--- config.mk ---
export PLATFORM = sky130hd
export DESIGN_NAME = timer_window_gate_control
export DESIGN_NICKNAME = d
export VERILOG_FILES = /design/src/hdl/gate_pulse_gen.v /design/src/hdl/timer_window_gate_control.v
export VERILOG_INCLUDE_DIRS = /design/src /design/src/hdl
export SDC_FILE = /design/constraint.sdc
export NUM_CORES = 1
export LEC_CHECK = 0
export BUFFER_PORTS_ARGS = -buffer_cell sky130_fd_sc_hd__buf_2
export CAP_MARGIN = 20
export CORE_MARGIN = 3
export CORE_UTILIZATION = 48
export DETAILED_ROUTE_END_ITERATION = 12
export HOLD_SLACK_MARGIN = 0.06
export PLACE_DENSITY = 0.76
export SYNTH_ARGS = -nofsm -noshare
export SYNTH_HDL_FRONTEND = slang
export SYNTH_SLANG_ARGS = --single-unit
--- constraint.sdc ---
create_clock -name clk_sys -period 1.95 [get_ports clk_sys]
set_clock_uncertainty 0.05 [all_clocks]
set_input_delay 0.39 -clock clk_sys [delete_from_list [all_inputs] [get_ports clk_sys]]
set_output_delay 0.39 -clock clk_sys [all_outputs]
set_load 0.03 [all_outputs]
--- src/hdl/timer_window_map.vh ---
// Register map, field positions, reset values and counts of the window-gate timer control
`ifndef TIMER_WINDOW_MAP_VH
`define TIMER_WINDOW_MAP_VH
`define OFF_CMP_LOW      8'h00
`define OFF_CMP_MID      8'h04
`define OFF_CMP_HIGH     8'h08
`define OFF_GATE         8'h0c
`define OFF_CTRL_ONE     8'h14
`define OFF_CTRL_TWO     8'h18
`define OFF_STATUS       8'h1c
`define CTRL_ONE_RESET   8'h88
`define CTRL_TWO_RESET   8'h00
`define GATE_RESET       8'h00
`define CMP_RESET        18'h3ffff
`define F_CLR            7
`define F_RUN_HI         6
`define F_RUN_LO         5
`define F_CK_HI          4
`define F_CK_LO          2
`define F_MODE_HI        1
`define F_MODE_LO        0
`define F_GCK_HI         3
`define F_GCK_LO         2
`define RUN_STOP         2'h0
`define MODE_RESERVED    2'h1
`define MODE_PWM         2'h2
`define CK_EXT           3'h7
`define GATE_FULL        5'h10
`endif

--- src/hdl/gate_pulse_gen.v ---
// Window gate pulse generator: high and low periods counted in gate clock ticks
`timescale 1ns/100ps
`include "timer_window_map.vh"
module gate_pulse_gen #(
	parameter W = 5
) (
	input  wire       clk_sys,
	input  wire       rst_n,
	input  wire       clkEn,
	input  wire       run,
	input  wire       tick,
	input  wire [3:0] highSetting,
	input  wire [3:0] lowSetting,
	output reg        gateLevel
);
	// ************************************************
	// Period counter
	// ************************************************
	reg  [W-1:0] left_q;
	wire [W-1:0] highLen = `GATE_FULL - {1'b0, highSetting};
	wire [W-1:0] lowLen  = `GATE_FULL - {1'b0, lowSetting};
	always @(posedge clk_sys) begin
		if (!rst_n) begin
			left_q    <= {W{1'b0}};
			gateLevel <= 1'b0;
		end else if (clkEn) begin
			if (!run) begin
				left_q    <= highLen;
				gateLevel <= 1'b1;
			end else if (tick) begin
				if (left_q <= 5'h01) begin
					gateLevel <= ~gateLevel;
					left_q    <= gateLevel ? lowLen : highLen;
				end else begin
					left_q <= left_q - 5'h01;
				end
			end
		end
	end
endmodule

--- src/hdl/timer_window_gate_control.v ---
// Register block and count control of the 18-bit window-gated timer
// How it works
// - 18-bit compare limit plus 8-bit gate setting
// - low byte write blocks compare until high
// - compare limit reads return live counter
// - high byte bits 7..2 read zero
// - clock source decode incl. divider-tap select
// - mode 01 reserved, 10 pulse width
// - gate high lasts 16 minus high setting
// - gate low lasts 16 minus low setting
`timescale 1ns/100ps
`include "timer_window_map.vh"
module timer_window_gate_control #(
	parameter CW = 18
) (
	input  wire          clk_sys,
	input  wire          rst_n,
	input  wire          clkEn,
	input  wire          psel,
	input  wire          penable,
	input  wire          pwrite,
	input  wire [7:0]    paddr,
	input  wire [31:0]   pwdata,
	output wire          pready,
	output wire          pslverr,
	output reg  [31:0]   prdata,
	input  wire          mainOscTick,
	input  wire          subOscTick,
	input  wire [23:0]   mainDiv,
	input  wire [15:0]   subDiv,
	input  wire          slowMode,
	input  wire          divider_tap_sel,
	input  wire          external_count_input,
	output reg           compareMatch,
	output wire          gatePulse,
	output wire          counting
);
	// ************************************************
	// Registers
	// ************************************************
	reg  [CW-1:0] compare_limit_reg_q;
	reg  [7:0]    window_gate_reg_q;
	reg  [7:0]    timer_control_one_q;
	reg  [7:0]    ctrlTwo_q;
	reg           cmpBlocked_q;
	reg  [CW-1:0] count_q;
	reg           overflow_q;
	reg  [2:0]    extSync_q;
	reg           extLevel_q;
	reg  [31:0]   rdMux;
	reg  [23:0]   mainDivLast_q;
	reg  [15:0]   subDivLast_q;
	wire          wrEn = psel & penable & pwrite;
	wire          rdAcc = psel & ~pwrite;
	// Setup cycle of a read: the read data register loads here
	wire          rdSetup = psel & ~penable & ~pwrite;
	wire [1:0]    run_control = timer_control_one_q[`F_RUN_HI:`F_RUN_LO];
	wire [2:0]    clock_source_sel = timer_control_one_q[`F_CK_HI:`F_CK_LO];
	wire [1:0]    operating_mode_sel = timer_control_one_q[`F_MODE_HI:`F_MODE_LO];
	wire [1:0]    gate_clock_sel = ctrlTwo_q[`F_GCK_HI:`F_GCK_LO];
	wire          running = (run_control == 2'h2);
	wire          useSub = divider_tap_sel | slowMode;
	wire          mapped;
	assign pready  = 1'b1;
	assign pslverr = psel & penable & ~mapped;
	assign mapped  = (paddr == `OFF_CMP_LOW) | (paddr == `OFF_CMP_MID) |
		(paddr == `OFF_CMP_HIGH) | (paddr == `OFF_GATE) | (paddr == `OFF_CTRL_ONE) |
		(paddr == `OFF_CTRL_TWO) | (paddr == `OFF_STATUS);
	// ************************************************
	// Divider taps and edge detection
	// ************************************************
	wire [23:0] mainRise = mainDiv & ~mainDivLast_q;
	wire [15:0] subRise  = subDiv & ~subDivLast_q;
	reg         srcTick;
	reg         gateTick;
	// Falling edge of the filtered pin level, one cycle long
	wire        extFall = extLevel_q & ~extSync_q[1] & ~extSync_q[2];
	always @* begin
		case (clock_source_sel)
		3'h0:    srcTick = mainOscTick;
		3'h1:    srcTick = subOscTick;
		3'h2:    srcTick = useSub ? subRise[14] : mainRise[22];
		3'h3:    srcTick = useSub ? subRise[4]  : mainRise[12];
		3'h4:    srcTick = useSub ? subRise[2]  : mainRise[10];
		3'h5:    srcTick = mainRise[6];
		3'h6:    srcTick = mainRise[2];
		default: srcTick = extFall;
		endcase
		case (gate_clock_sel)
		2'h0:    gateTick = useSub ? subRise[3] : mainRise[11];
		2'h1:    gateTick = useSub ? subRise[4] : mainRise[12];
		2'h2:    gateTick = useSub ? subRise[5] : mainRise[13];
		default: gateTick = 1'b0;
		endcase
	end
	// ************************************************
	// Gate pulse
	// ************************************************
	gate_pulse_gen #(.W(5)) uGate (
		.clk_sys     (clk_sys),
		.rst_n       (rst_n),
		.clkEn       (clkEn),
		.run         (running),
		.tick        (gateTick),
		.highSetting (window_gate_reg_q[7:4]),
		.lowSetting  (window_gate_reg_q[3:0]),
		.gateLevel   (gatePulse)
	);
	// Reserved mode never counts, so a bad mode code leaves the counter parked
	wire modeOk = (operating_mode_sel != `MODE_RESERVED);
	wire advance = running & modeOk & srcTick &
		((operating_mode_sel == `MODE_PWM) ? gatePulse : 1'b1);
	wire hit = (count_q == compare_limit_reg_q) & ~cmpBlocked_q;
	assign counting = running & gatePulse;
	// ************************************************
	// State update
	// ************************************************
	always @(posedge clk_sys) begin
		if (!rst_n) begin
			compare_limit_reg_q <= `CMP_RESET;
			window_gate_reg_q   <= `GATE_RESET;
			timer_control_one_q <= `CTRL_ONE_RESET;
			ctrlTwo_q           <= `CTRL_TWO_RESET;
			cmpBlocked_q        <= 1'b0;
			count_q             <= {CW{1'b0}};
			overflow_q          <= 1'b0;
			compareMatch        <= 1'b0;
			mainDivLast_q       <= 24'h000000;
			subDivLast_q        <= 16'h0000;
		end else if (clkEn) begin
			mainDivLast_q <= mainDiv;
			subDivLast_q  <= subDiv;
			compareMatch  <= 1'b0;
			if (!running) begin
				// Clear also drops the overflow flag
				if (timer_control_one_q[`F_CLR]) begin
					count_q    <= {CW{1'b0}};
					overflow_q <= 1'b0;
				end
			end else if (advance) begin
				if (hit) begin
					count_q      <= {CW{1'b0}};
					compareMatch <= 1'b1;
				end else begin
					count_q <= count_q + 18'h00001;
					if (&count_q)
						overflow_q <= 1'b1;
				end
			end
			if (wrEn) begin
				case (paddr)
				`OFF_CMP_LOW: begin
					compare_limit_reg_q[7:0] <= pwdata[7:0];
					cmpBlocked_q <= 1'b1;
				end
				`OFF_CMP_MID: begin
					compare_limit_reg_q[15:8] <= pwdata[7:0];
					cmpBlocked_q <= 1'b1;
				end
				`OFF_CMP_HIGH: begin
					compare_limit_reg_q[17:16] <= pwdata[1:0];
					cmpBlocked_q <= 1'b0;
				end
				`OFF_GATE:     window_gate_reg_q   <= pwdata[7:0];
				`OFF_CTRL_ONE: timer_control_one_q <= pwdata[7:0];
				`OFF_CTRL_TWO: ctrlTwo_q           <= {pwdata[7:1], 1'b0};
				default: ;
				endcase
			end
		end
	end
	// ************************************************
	// Read mux
	// ************************************************
	always @* begin
		rdMux = 32'h00000000;
		if (rdAcc) begin
			case (paddr)
			`OFF_CMP_LOW:  rdMux[7:0] = count_q[7:0];
			`OFF_CMP_MID:  rdMux[7:0] = count_q[15:8];
			`OFF_CMP_HIGH: rdMux[1:0] = count_q[17:16];
			`OFF_GATE:     rdMux[7:0] = window_gate_reg_q;
			`OFF_CTRL_ONE: rdMux[7:0] = timer_control_one_q;
			`OFF_CTRL_TWO: rdMux[7:0] = ctrlTwo_q;
			`OFF_STATUS:   rdMux[7:6] = {counting, overflow_q};
			default:       rdMux = 32'h00000000;
			endcase
		end
	end
	// Snapshot taken in the setup cycle, so a running count cannot tear mid-access
	always @(posedge clk_sys) begin
		if (!rst_n) begin
			prdata <= 32'h00000000;
		end else if (clkEn && rdSetup) begin
			prdata <= rdMux;
		end
	end
	// ************************************************
	// Count pin synchroniser
	// ************************************************
	// Level moves only once stages two and three agree, so a glitch never counts
	always @(posedge clk_sys) begin
		if (!rst_n) begin
			extSync_q  <= 3'h7;
			extLevel_q <= 1'b1;
		end else if (clkEn) begin
			extSync_q <= {extSync_q[1:0], external_count_input};
			if (extSync_q[1] == extSync_q[2])
				extLevel_q <= extSync_q[2];
		end
	end
endmodule

; ---- Word level (Yosys, flattened, before mapping)
; Cells that the tools add are included.
[totals]
mem_count = 0
reg_bits = 142
wordCells = 129
ramBits = 0
latchBits = 0
mem_bits_ro = 0
[classes]
div_mod_pow = 0
shift = 0
n_eq_ne = 24
n_mul = 0
mux = 32
n_bitwise = 31
add_sub_neg = 4
order_cmp = 1
reduce_logical = 20
[ops]
columns = cell, n
row1 = $mux 18, 4
row2 = $reduce_and 3->1, 9
row3 = $eq 8x5->1 const B, 3
row4 = $pmux 2 s6, 2
row5 = $and 23x23->23, 1
row6 = $not 23->23, 1
row7 = $mux 5, 4
row8 = $pmux 4 s5, 1
row9 = $add 18x1->18 const B, 1
row10 = $eq 18x18->1, 1
row11 = $reduce_and 18->1, 1
row12 = $mux 1, 17
row13 = $eq 8x4->1 const B, 2
row14 = $and 15x15->15, 1
row15 = $not 15->15, 1
row16 = $and 1x1->1, 13
row17 = $ne 2x1->1 const B, 5
row18 = $sub 5x4->5 const A, 2
row19 = $eq 3x3->1 const B, 3
row20 = $eq 8x3->1 const B, 1
row21 = $logic_not 8->1, 1
row22 = $mux 8, 1
row23 = $not 1->1, 7
row24 = $or 1x1->1, 7
row25 = 18 further kinds, 23

; ---- Longest topological paths before layout
; Gate-level depths: netlist of run 1.
[depth]
depth_word = 9
ltp_mapped = 9

; ---- Hierarchy
; From an unflattened synthesis of run 1, not the netlist that was laid out.
[hier_totals]
hier_cells = 596
area_unflattened_um2 = 5175.0
[by_module_without_submodules]
columns = module, area_each_um2, instances, seq_area_each_um2, cells_each
row1 = timer_window_gate_control, 4573.1, 1, 1721.7, 524
row2 = gate_pulse_gen, 601.8, 1, 120.1, 72

; ---- Least setup slack after synthesis of run 1
; Ideal clock, no wire load.
[synth_path]
path_type = input to output
from = in paddr[5]
to = out pslverr
slack_ns = -0.196
t_required_ns = 1.510
n_path_buf = 2
cell_stages = 6
t_arrival_ns = 1.706
cell_sequence = nor3_1 nand2b_1 clkbuf_1 nor3b_1 clkbuf_1 nor3_1
[synth_via]
elab_chain_cells = 9
[synth_rtl]
columns = item, line
row1 = "start, declared", timer_window_gate_control.v:22  ; input wire [7:0] paddr,
row2 = $eq 8x3->1 or $logic_not 8->1 (tied branches), -
row3 = $or 1x1->1 (5 in a row), timer_window_gate_control.v:66  ; assign mapped = (paddr == `OFF_CMP_LOW) | (paddr == `OFF_CMP_MID) |
row4 = $or 1x1->1 *, timer_window_gate_control.v:66
row5 = $not 1->1 *, timer_window_gate_control.v:65  ; assign pslverr = psel & penable & ~mapped;
row6 = $and 1x1->1 *, timer_window_gate_control.v:65
row7 = "end, declared", timer_window_gate_control.v:25  ; output wire pslverr,
; Mark *: on every way between the ends. The rest lies on a longest branch, timed or not.

; ---- Worst setup path in the final report of run 1
[layout_path]
from = reg count_q[13]
to = reg count_q[16]
[layout_via]
elab_chain_cells = 5
[layout_rtl]
columns = item, line
row1 = "start, declared", timer_window_gate_control.v:46  ; reg [CW-1:0] count_q;
row2 = "start signal, assigned", timer_window_gate_control.v:125  ; count_q <= {CW{1'b0}};
row3 = "start signal, assigned", timer_window_gate_control.v:137  ; count_q <= {CW{1'b0}};
row4 = "start signal, assigned", timer_window_gate_control.v:142  ; count_q <= {CW{1'b0}};
row5 = "parallel branches: the longest is 2 deep, another holds $add 18x1->18", -
row6 = $mux 18 *, timer_window_gate_control.v:141  ; if (hit) begin
row7 = $mux 18 *, timer_window_gate_control.v:140  ; end else if (advance) begin
row8 = $mux 18 *, timer_window_gate_control.v:134  ; if (!running) begin
; Every way passes the cells marked *. The select of a mux whose other input is x is not followed.
; A chain may end at the register's enable or synchronous reset.

==> reports/results.txt, run 1 <==
The run finished, with violations left. The final reports fail on negative setup slack. The run gives 11.5% as the logic gate share of total power. The initial core utilization is 50.7%, and the total global routing track utilization is 24.9%.

Ranked by total cell area, the synthesized netlist is headed by sky130_fd_sc_hd__dfxtp_1, sky130_fd_sc_hd__nand2_1, sky130_fd_sc_hd__nand3_1. The number of global-route vias before repair was 4655; the minimum hold slack was 191 ps. The count of cells in the finished layout, fillers not included, comes to 867. The signal on the critical path passes through xor2_1, nor4_1, nand4_1, nor4_4, buf_6, buf_6, nor2_1, o211ai_1, o41ai_2. For the depth of the CTS H-tree, the log shows 3.

The worst slack at placement is -392 ps, and the mean instance size in the synthesized netlist is 8.03 µm². Entering global routing, the biggest net connects 66 pins. For this run, the slowest stage of the critical path takes 360 ps. Sequential cells account for 54.4% of the total power. For this design, the slowest cell found on the critical path is sky130_fd_sc_hd__dfxtp_2. For this run, the top clock speed supported by timing is 0.498 GHz. The initial antenna violation count is 0, and the routed wire length is 14800 µm. The finished cells cover 6190 µm². The start-to-end type of the worst setup path is register to register. The first global-routing pass estimated 23100 µm of wire.

The most repeated library cell on the critical path is sky130_fd_sc_hd__buf_6. CTS saw 92 sinks. The tools report the count of nets after finishing as 825.

Subtracting the final worst setup slack from the clock period gives 2010 ps. The logs give 0 for the post-route antenna net violation count and 530 for the violation count after the first detailed-route iteration. Compared with the post-synthesis result, the final layout area differs by 22.2%. In this run the vertical extent of the chip is 109 µm. The final-report max-slew violation count was 0; the core area was 10000 µm². Net switching component of the power: 1.01 mW.

The internal portion of the total power is 2.53 mW. The number of buffers inserted by hold repair at cts is 0, and the count of state elements after synthesis is 92. For this design the static power due to leakage is 2.55 nW. Dividing the final minimum period by the clock period gives 103%. Of the total power, the clock network draws 34.1%.

The layout has 864 filler cells. The worst setup path is captured at a register. In the final layout, the share of cells above drive strength 1 is 26.0%.

Number of buffer cells added on primary ports: 50. Setup violations remaining at the end of the flow were counted as 14. In this run, distinct cell masters in the synthesized netlist total 64.

The tools report the number of rows in the core area as 36. The number of diodes added for antenna fixing was 0; the switching share of total power was 28.6%. The area of combinational cells with multiple inputs was 3060 µm². Class of the tightest hold or removal check: input port to register. The synthesized design devotes to its leading area cell type 36.3% of total area. Clock-pin slew was measured on the worst setup and hold paths at 100 ps.

Of all nets on the critical path, the largest fanout is 5. For this run, the leading register cell type out of synthesis is sky130_fd_sc_hd__dfxtp_1. In this run the horizontal extent of the chip is 109 µm. The signal arrival time at the worst endpoint was 2220 ps; the setup TNS was -362 ps. The tools report the number of warning messages in the yosys log as 0.

Counting flops with an async set or reset pin after synthesis yields a share of 0%. Of the synthesized area, sequential elements account for 36.3%. After global routing the overflow that remains totals 0.

Final worst setup slack: -56.3 ps. The max-capacitance violation count is 0. TritonCTS built the clock tree. The routed layout has 5092 vias. For this run, design rule violations remaining after detail routing come to 0. Category of the worst setup path launch point: a register.

VDD sags by at most 0.000416 V. The average routed wire per standard cell was 17.1 µm. The required arrival time at the worst endpoint came out at 2160 ps. For the iteration count of the initial detailed-routing pass, the log shows 6.

The final standard cell utilization of the core came out at 61.9%. Cell area after synthesis: 5070 µm². Summed over all instances, the cell type with the most area after synthesis is sky130_fd_sc_hd__dfxtp_1.

On the critical path the largest part of the delay comes from simple AND/OR/NAND/NOR gates. Counting every instance in the synthesized netlist gives 631. Once placement completed, the tool counted placed cells totaling 839. Counting the buffers created by CTS gives 9. The die area was 11800 µm². The total half-perimeter wirelength after legalization and detailed placement is 10600 µm. 128 I/O pins were placed. Summing internal, switching and leakage power gives 3.54 mW.

CTS placed an instance of sky130_fd_sc_hd__clkbuf_8 at the clock tree root. The critical path contains buffers and inverters numbering 2 combined. The tools report the number of hold-slack violations in the final timing report as 0. Power spread over the standard cell area amounts to 571 nW/µm². Counting along the longest clock path gives a buffer depth of 2. The synthesized design contains 0 enable-type register cells.

The logs give 0.906 for the last weighted congestion value of the routability-driven placer and 370 ps for the clock insertion delay at the later pin of the skew report. In the routed layout, each cell is associated on average with a via count of 5.87. In the final layout, flip-flops and latches occupy 1860 µm². Setup repair after global routing could not meet its margin everywhere. The area of placed instances came out at 5730 µm².
what timing repair did:
action | 4_1_cts | 5_1_grt
buffers inserted | 2 | 7
setup endpoints to repair | 20 | 25
gates cloned | 1 | 2
gates resized for setup | 20 | 28
pin swaps | 10 | 16
cell usage in the layout, fill, tap and decap left out, drive strengths merged, types with 19 or more instances in the layout:
cell type,count
nor3,21
o21ai,26
nand2,96
nand3,59
dfxtp,92
a21boi,22
nor2,33
buf,127
xor2,19
conb,25
inv,20
registers in the layout (all words and copies together), names as in the netlist:
register / count
cmpBlocked_q: 1
overflow_q: 1
timer_control_one_q: 8
subDivLast_q: 5
extSync_q: 3
mainDivLast_q: 7
window_gate_reg_q: 8
prdata: 8
count_q: 18
uGate.left_q: 5
ctrlTwo_q: 7
uGate.gateLevel: 1
compare_limit_reg_q: 18
compareMatch: 1
extLevel_q: 1
layout make-up:
type / count / area share, %
well taps: 133 / 2.69
clock inverters: 6 / 0.788
repair buffers: 127 / 14.1
flip-flops and latches: 92 / 30.0
clock buffers: 10 / 2.06
multi-input cells: 481 / 49.4
inverters: 18 / 1.09
cells in the mapped netlist (all sizes together), types with 4 or more instances:
cell,n
a222oi,5
nand2,96
a21boi,22
a21oi,15
nor4b,7
inv,18
nor2,32
nor4,7
o211ai,6
xor2,19
mux2i,17
buf,37
ha,5
nand2b,6
a31oi,8
o21a,7
nor2b,18
nand4,5
clkbuf,28
nor3,21
a22oi,9
o21ai,26
or3,7
dfxtp,92
a211oi,4
nand3,59
power by group through the flow:
| stage | Sequential [mW] | Combinational [mW] | Clock [mW] |
|---|---|---|---|
| final | 1.93 | 0.406 | 1.21 |
| after global routing | 1.93 | 0.440 | 1.30 |
| after CTS | 1.92 | 0.388 | 1.22 |
| after detailed placement | 1.97 | 0.382 | 0 |
| after global placement | 1.97 | 0.373 | 0 |
| after floorplan | 1.98 | 0.269 | 0 |
layer usage:
layer	part of all wire (%)	global-route usage, %	vias to the layer above
met5	0	0	-
met4	2.8	10.2	0
met3	11	6.63	50
met2	45	38.0	301
met1	42	33.5	2360
li1	-	-	2381
worst reg2reg max path, stage by stage, from the launching register on:
cell and delay, ps:
sky130_fd_sc_hd__dfxtp_2 360, sky130_fd_sc_hd__xor2_1 160, sky130_fd_sc_hd__nor4_1 280, sky130_fd_sc_hd__nand4_1 190, sky130_fd_sc_hd__nor4_4 220, sky130_fd_sc_hd__buf_6 180
sky130_fd_sc_hd__buf_6 110, sky130_fd_sc_hd__nor2_1 50, sky130_fd_sc_hd__o211ai_1 190, sky130_fd_sc_hd__o41ai_2 100
final timing paths:
check / from / to / slack, ps / cells after the start
min reg2reg: extSync_q[0] / extSync_q[1] / 430 / 2
max reg2reg: count_q[13] / count_q[16] / -60 / 9
max: count_q[13] / count_q[16] / -60 / 9
min: external_count_input / extSync_q[0] / 190 / 3
kinds of logic (layout without fill, tap and decap cells):
family | Yosys count | count (layout) | synth area share (%)
simple gates | 275 | 277 | 27.4
compound gates | 135 | 135 | 18.9
flops | 92 | 92 | 36.3
buf+inv | 83 | 161 | 8.76
xor+xnor | 22 | 22 | 3.80
mux | 17 | 17 | 3.36
fa+ha+maj | 5 | 5 | 1.23
other cells | 2 | 25 | 0.148
Note: power is estimated with default switching activity, not from simulation.
==> inputs of run 2 (changes only) <==
--- a/config.mk
+++ b/config.mk
@@ -10,9 +10,11 @@
 export CAP_MARGIN = 20
 export CORE_MARGIN = 3
 export CORE_UTILIZATION = 48
+export CTS_CLUSTER_SIZE = 30
 export DETAILED_ROUTE_END_ITERATION = 12
 export HOLD_SLACK_MARGIN = 0.06
 export PLACE_DENSITY = 0.76
+export SETUP_SLACK_MARGIN = 0.1
 export SYNTH_ARGS = -nofsm -noshare
 export SYNTH_HDL_FRONTEND = slang
 export SYNTH_SLANG_ARGS = --single-unit
==> reports/results.txt, run 2 (synthesized netlist as in run 1, its figures left out) <==
For this configuration, the core starts out at a cell density of 50.7%. The final clock period utilization by the worst path works out to 112%. The class of the tightest hold or removal check is input port to register.

Detailed placement finished with a half-perimeter wire length of 11000 µm. The total setup violations reported at the end of the flow is 20, and the average routed wire per standard cell is 17.6 µm. The run gives 4894 as the number of global-route vias before repair.

The critical path ends at count_q[13]. The final reports fail on negative setup slack. Slew at the pin closest to its max-slew limit: 567 ps. The area of combinational cells with multiple inputs came out at 3140 µm². The via count normalized by instance count was 5.86; the last weighted congestion value of the routability-driven placer was 0.976.

Measured along the y axis, the die boundary spans 109 µm. The sequential cells in the finished layout cover a total of 1850 µm². The shortest period the worst path allows was 2190 ps; the final worst setup slack was -236 ps. The run gives 2.53 mW as the internal power. In this run switching power makes up 29.4% of total power. The tools report the number of filler instances in the final layout as 797. TritonCTS built the clock tree.

Counting tap cells, the placed design contains a total of 845 instances. The library cell used most frequently in the layout, excluding fill and tap cells, is sky130_fd_sc_hd__nand2_1. The tools report the largest net degree at the start of global routing as 65. Global routing consumed, over all layers together, 26.3% of the routing resources. The number of hold-slack violations in the final timing report came out at 0. For this design, the CTS-stage hold fixing added 0 buffers. The logs give 0 for the max-capacitance violation count and 451 for the violation count after the first detailed-route iteration.

The tools report the max-slew headroom at the worst pin as 62.2%. The flow ran to the end, but the final reports show violations. For the clock share of power, the log shows 34.5%. The depth of the CTS H-tree came out at 3. Buffers placed on the I/O ports in this run total 50. The setup path with the least slack is of type register to register.

The routed layout has 5152 vias. The layout overhead on the synthesized area is 26.0%. Number of rows in the core area: 36. The minimum hold slack was 184 ps. Sequential cells account for 53.7% of the total power.

The initial antenna violation count is 0, and the final-report max-slew violation count is 0. Cells with a size suffix above 1 make up 28.3% of the layout. The number of buffers added by the clock tree synthesis step was 9. Once layout is complete, the cells apart from fillers number 879.

The library cells used most frequently in the layout, excluding fill and tap cells, are sky130_fd_sc_hd__nand2_1, sky130_fd_sc_hd__dfxtp_1, sky130_fd_sc_hd__buf_4, sky130_fd_sc_hd__nand3_1, sky130_fd_sc_hd__buf_2. The largest vdd supply drop is 0.000314 V. The die is 109 µm wide. Die area: 11800 µm². The run gives 128 as the top-level I/O count. The later pin in the worst-skew pair is clocked with a latency of 380 ps. The logic gate share of total power is 11.8%. STA classifies the critical path endpoint as a register. The tree is rooted in a sky130_fd_sc_hd__clkbuf_8. Global routing finished with a remaining overflow of 0. In the final layout, the registers with the most flip-flops are compare_limit_reg_q x18, count_q x18.

The count of nets after finishing is 837, and the achievable clock frequency is 0.457 GHz. The routed wire length is 15400 µm, and the area of placed instances is 5820 µm². The tools report the net switching component of the power as 1.05 mW. The tools report the required arrival time at the worst endpoint as 2180 ps.

In this run the critical register-to-register path is captured at count_q[13]. Setup repair after global routing could not meet its margin everywhere. The tools report the final standard cell utilization of the core as 63.9%.

The first global-routing pass estimated 24500 µm of wire. The iteration count of the initial detailed-routing pass is 5, and the core area is 10000 µm². The startpoint identified for the worst register-to-register timing path is compare_limit_reg_q[2].

The logs give 92 for the clock sink total and 2 for the maximum count of clock buffers along a single path. The category of the worst setup path launch point is a register. The startpoint of the worst setup timing path is compare_limit_reg_q[2].

The cell area after layout was 6390 µm². After detailed routing, the number of remaining DRC violations is 0. Along the worst path, the maximum fanout reaches 6. For the worst slack at placement, the log shows -263 ps.

0 antenna diodes ended up in the layout. Clock-pin slew was measured on the worst setup and hold paths at 100 ps. Across all register-to-register paths, the minimum setup slack is -240 ps. The cell area power density is 561 nW/µm². The tools report the signal arrival time at the worst endpoint as 2410 ps. The worst register-to-register path has a depth of 9. The post-route antenna net violation count was 0.

For the static leakage, the log shows 2.56 nW.
## run 2: cell types whose count changed in the layout (fill, tap and decap cells not counted), moves of 2 or more
cell and delta:
sky130_fd_sc_hd__dfxtp_1 +5, sky130_fd_sc_hd__nor2_2 +3, sky130_fd_sc_hd__nor3b_1 -2, sky130_fd_sc_hd__nor2_1 -2, sky130_fd_sc_hd__nand2b_4 +2, sky130_fd_sc_hd__nor4b_1 -2, sky130_fd_sc_hd__buf_4 +8, sky130_fd_sc_hd__buf_6 +5
sky130_fd_sc_hd__dfxtp_2 -6
## run 2: per-layer routing
metal	part of all wire (%)	GRT usage, %	up-vias
li1	-	-	2412
met1	41	34.2	2372
met2	47	43.2	313
met3	9.0	5.27	55
met4	3.6	9.74	0
met5	0	0	-
## run 2: area by class of cell
cell class / instances / share of cell area (%)
clock buffer: 9 / 1.94
clock inverter: 7 / 0.901
inverter: 18 / 1.06
multi-input combinational: 480 / 49.1
sequential: 92 / 29.0
tap: 133 / 2.60
timing repair buffer: 140 / 15.4
## run 2: critical path, stage by stage, from the launching register on
cell,delay [ps]
sky130_fd_sc_hd__dfxtp_2,350
sky130_fd_sc_hd__xor2_2,180
sky130_fd_sc_hd__nor4_2,340
sky130_fd_sc_hd__nand4_1,220
sky130_fd_sc_hd__nor4_4,270
sky130_fd_sc_hd__buf_4,180
sky130_fd_sc_hd__nand3b_4,170
sky130_fd_sc_hd__buf_12,120
sky130_fd_sc_hd__nor3_2,40
sky130_fd_sc_hd__a31o_1,170
## run 2: worst min-delay path by stage
stage	startpoint	to	cells after the start
floorplan	extSync_q[0]	extSync_q[0]	2
global placement	extSync_q[0]	extSync_q[1]	2
detailed placement	extSync_q[0]	extSync_q[0]	2
CTS	external_count_input	extSync_q[0]	3
global route	external_count_input	extSync_q[0]	3
finish	external_count_input	extSync_q[0]	3
## run 2: repair_timing
| item | 4_1_cts | 5_1_grt |
|---|---|---|
| pin swaps | 16 | 14 |
| cloned | 1 | 1 |
| resized for setup | 15 | 43 |
| setup buffers | 9 | 8 |
| endpoints found under the setup margin | 25 | 27 |
## run 2: power by group through the flow
| stage | combinational, mW | clock, mW | sequential, mW |
|---|---|---|---|
| floorplan | 0.276 | 0 | 1.98 |
| global route | 0.457 | 1.33 | 1.93 |
| detailed placement | 0.388 | 0 | 1.97 |
| finish | 0.424 | 1.24 | 1.93 |
| global placement | 0.378 | 0 | 1.97 |
| CTS | 0.396 | 1.24 | 1.93 |
## run 2: through the flow
step	TNS, ps	power [mW]
after global routing	-3950	3.72
after detailed placement	-4950	2.36
after global placement	-4100	2.34
final	-2930	3.59
after floorplan	0	2.25
after CTS	-2480	3.56
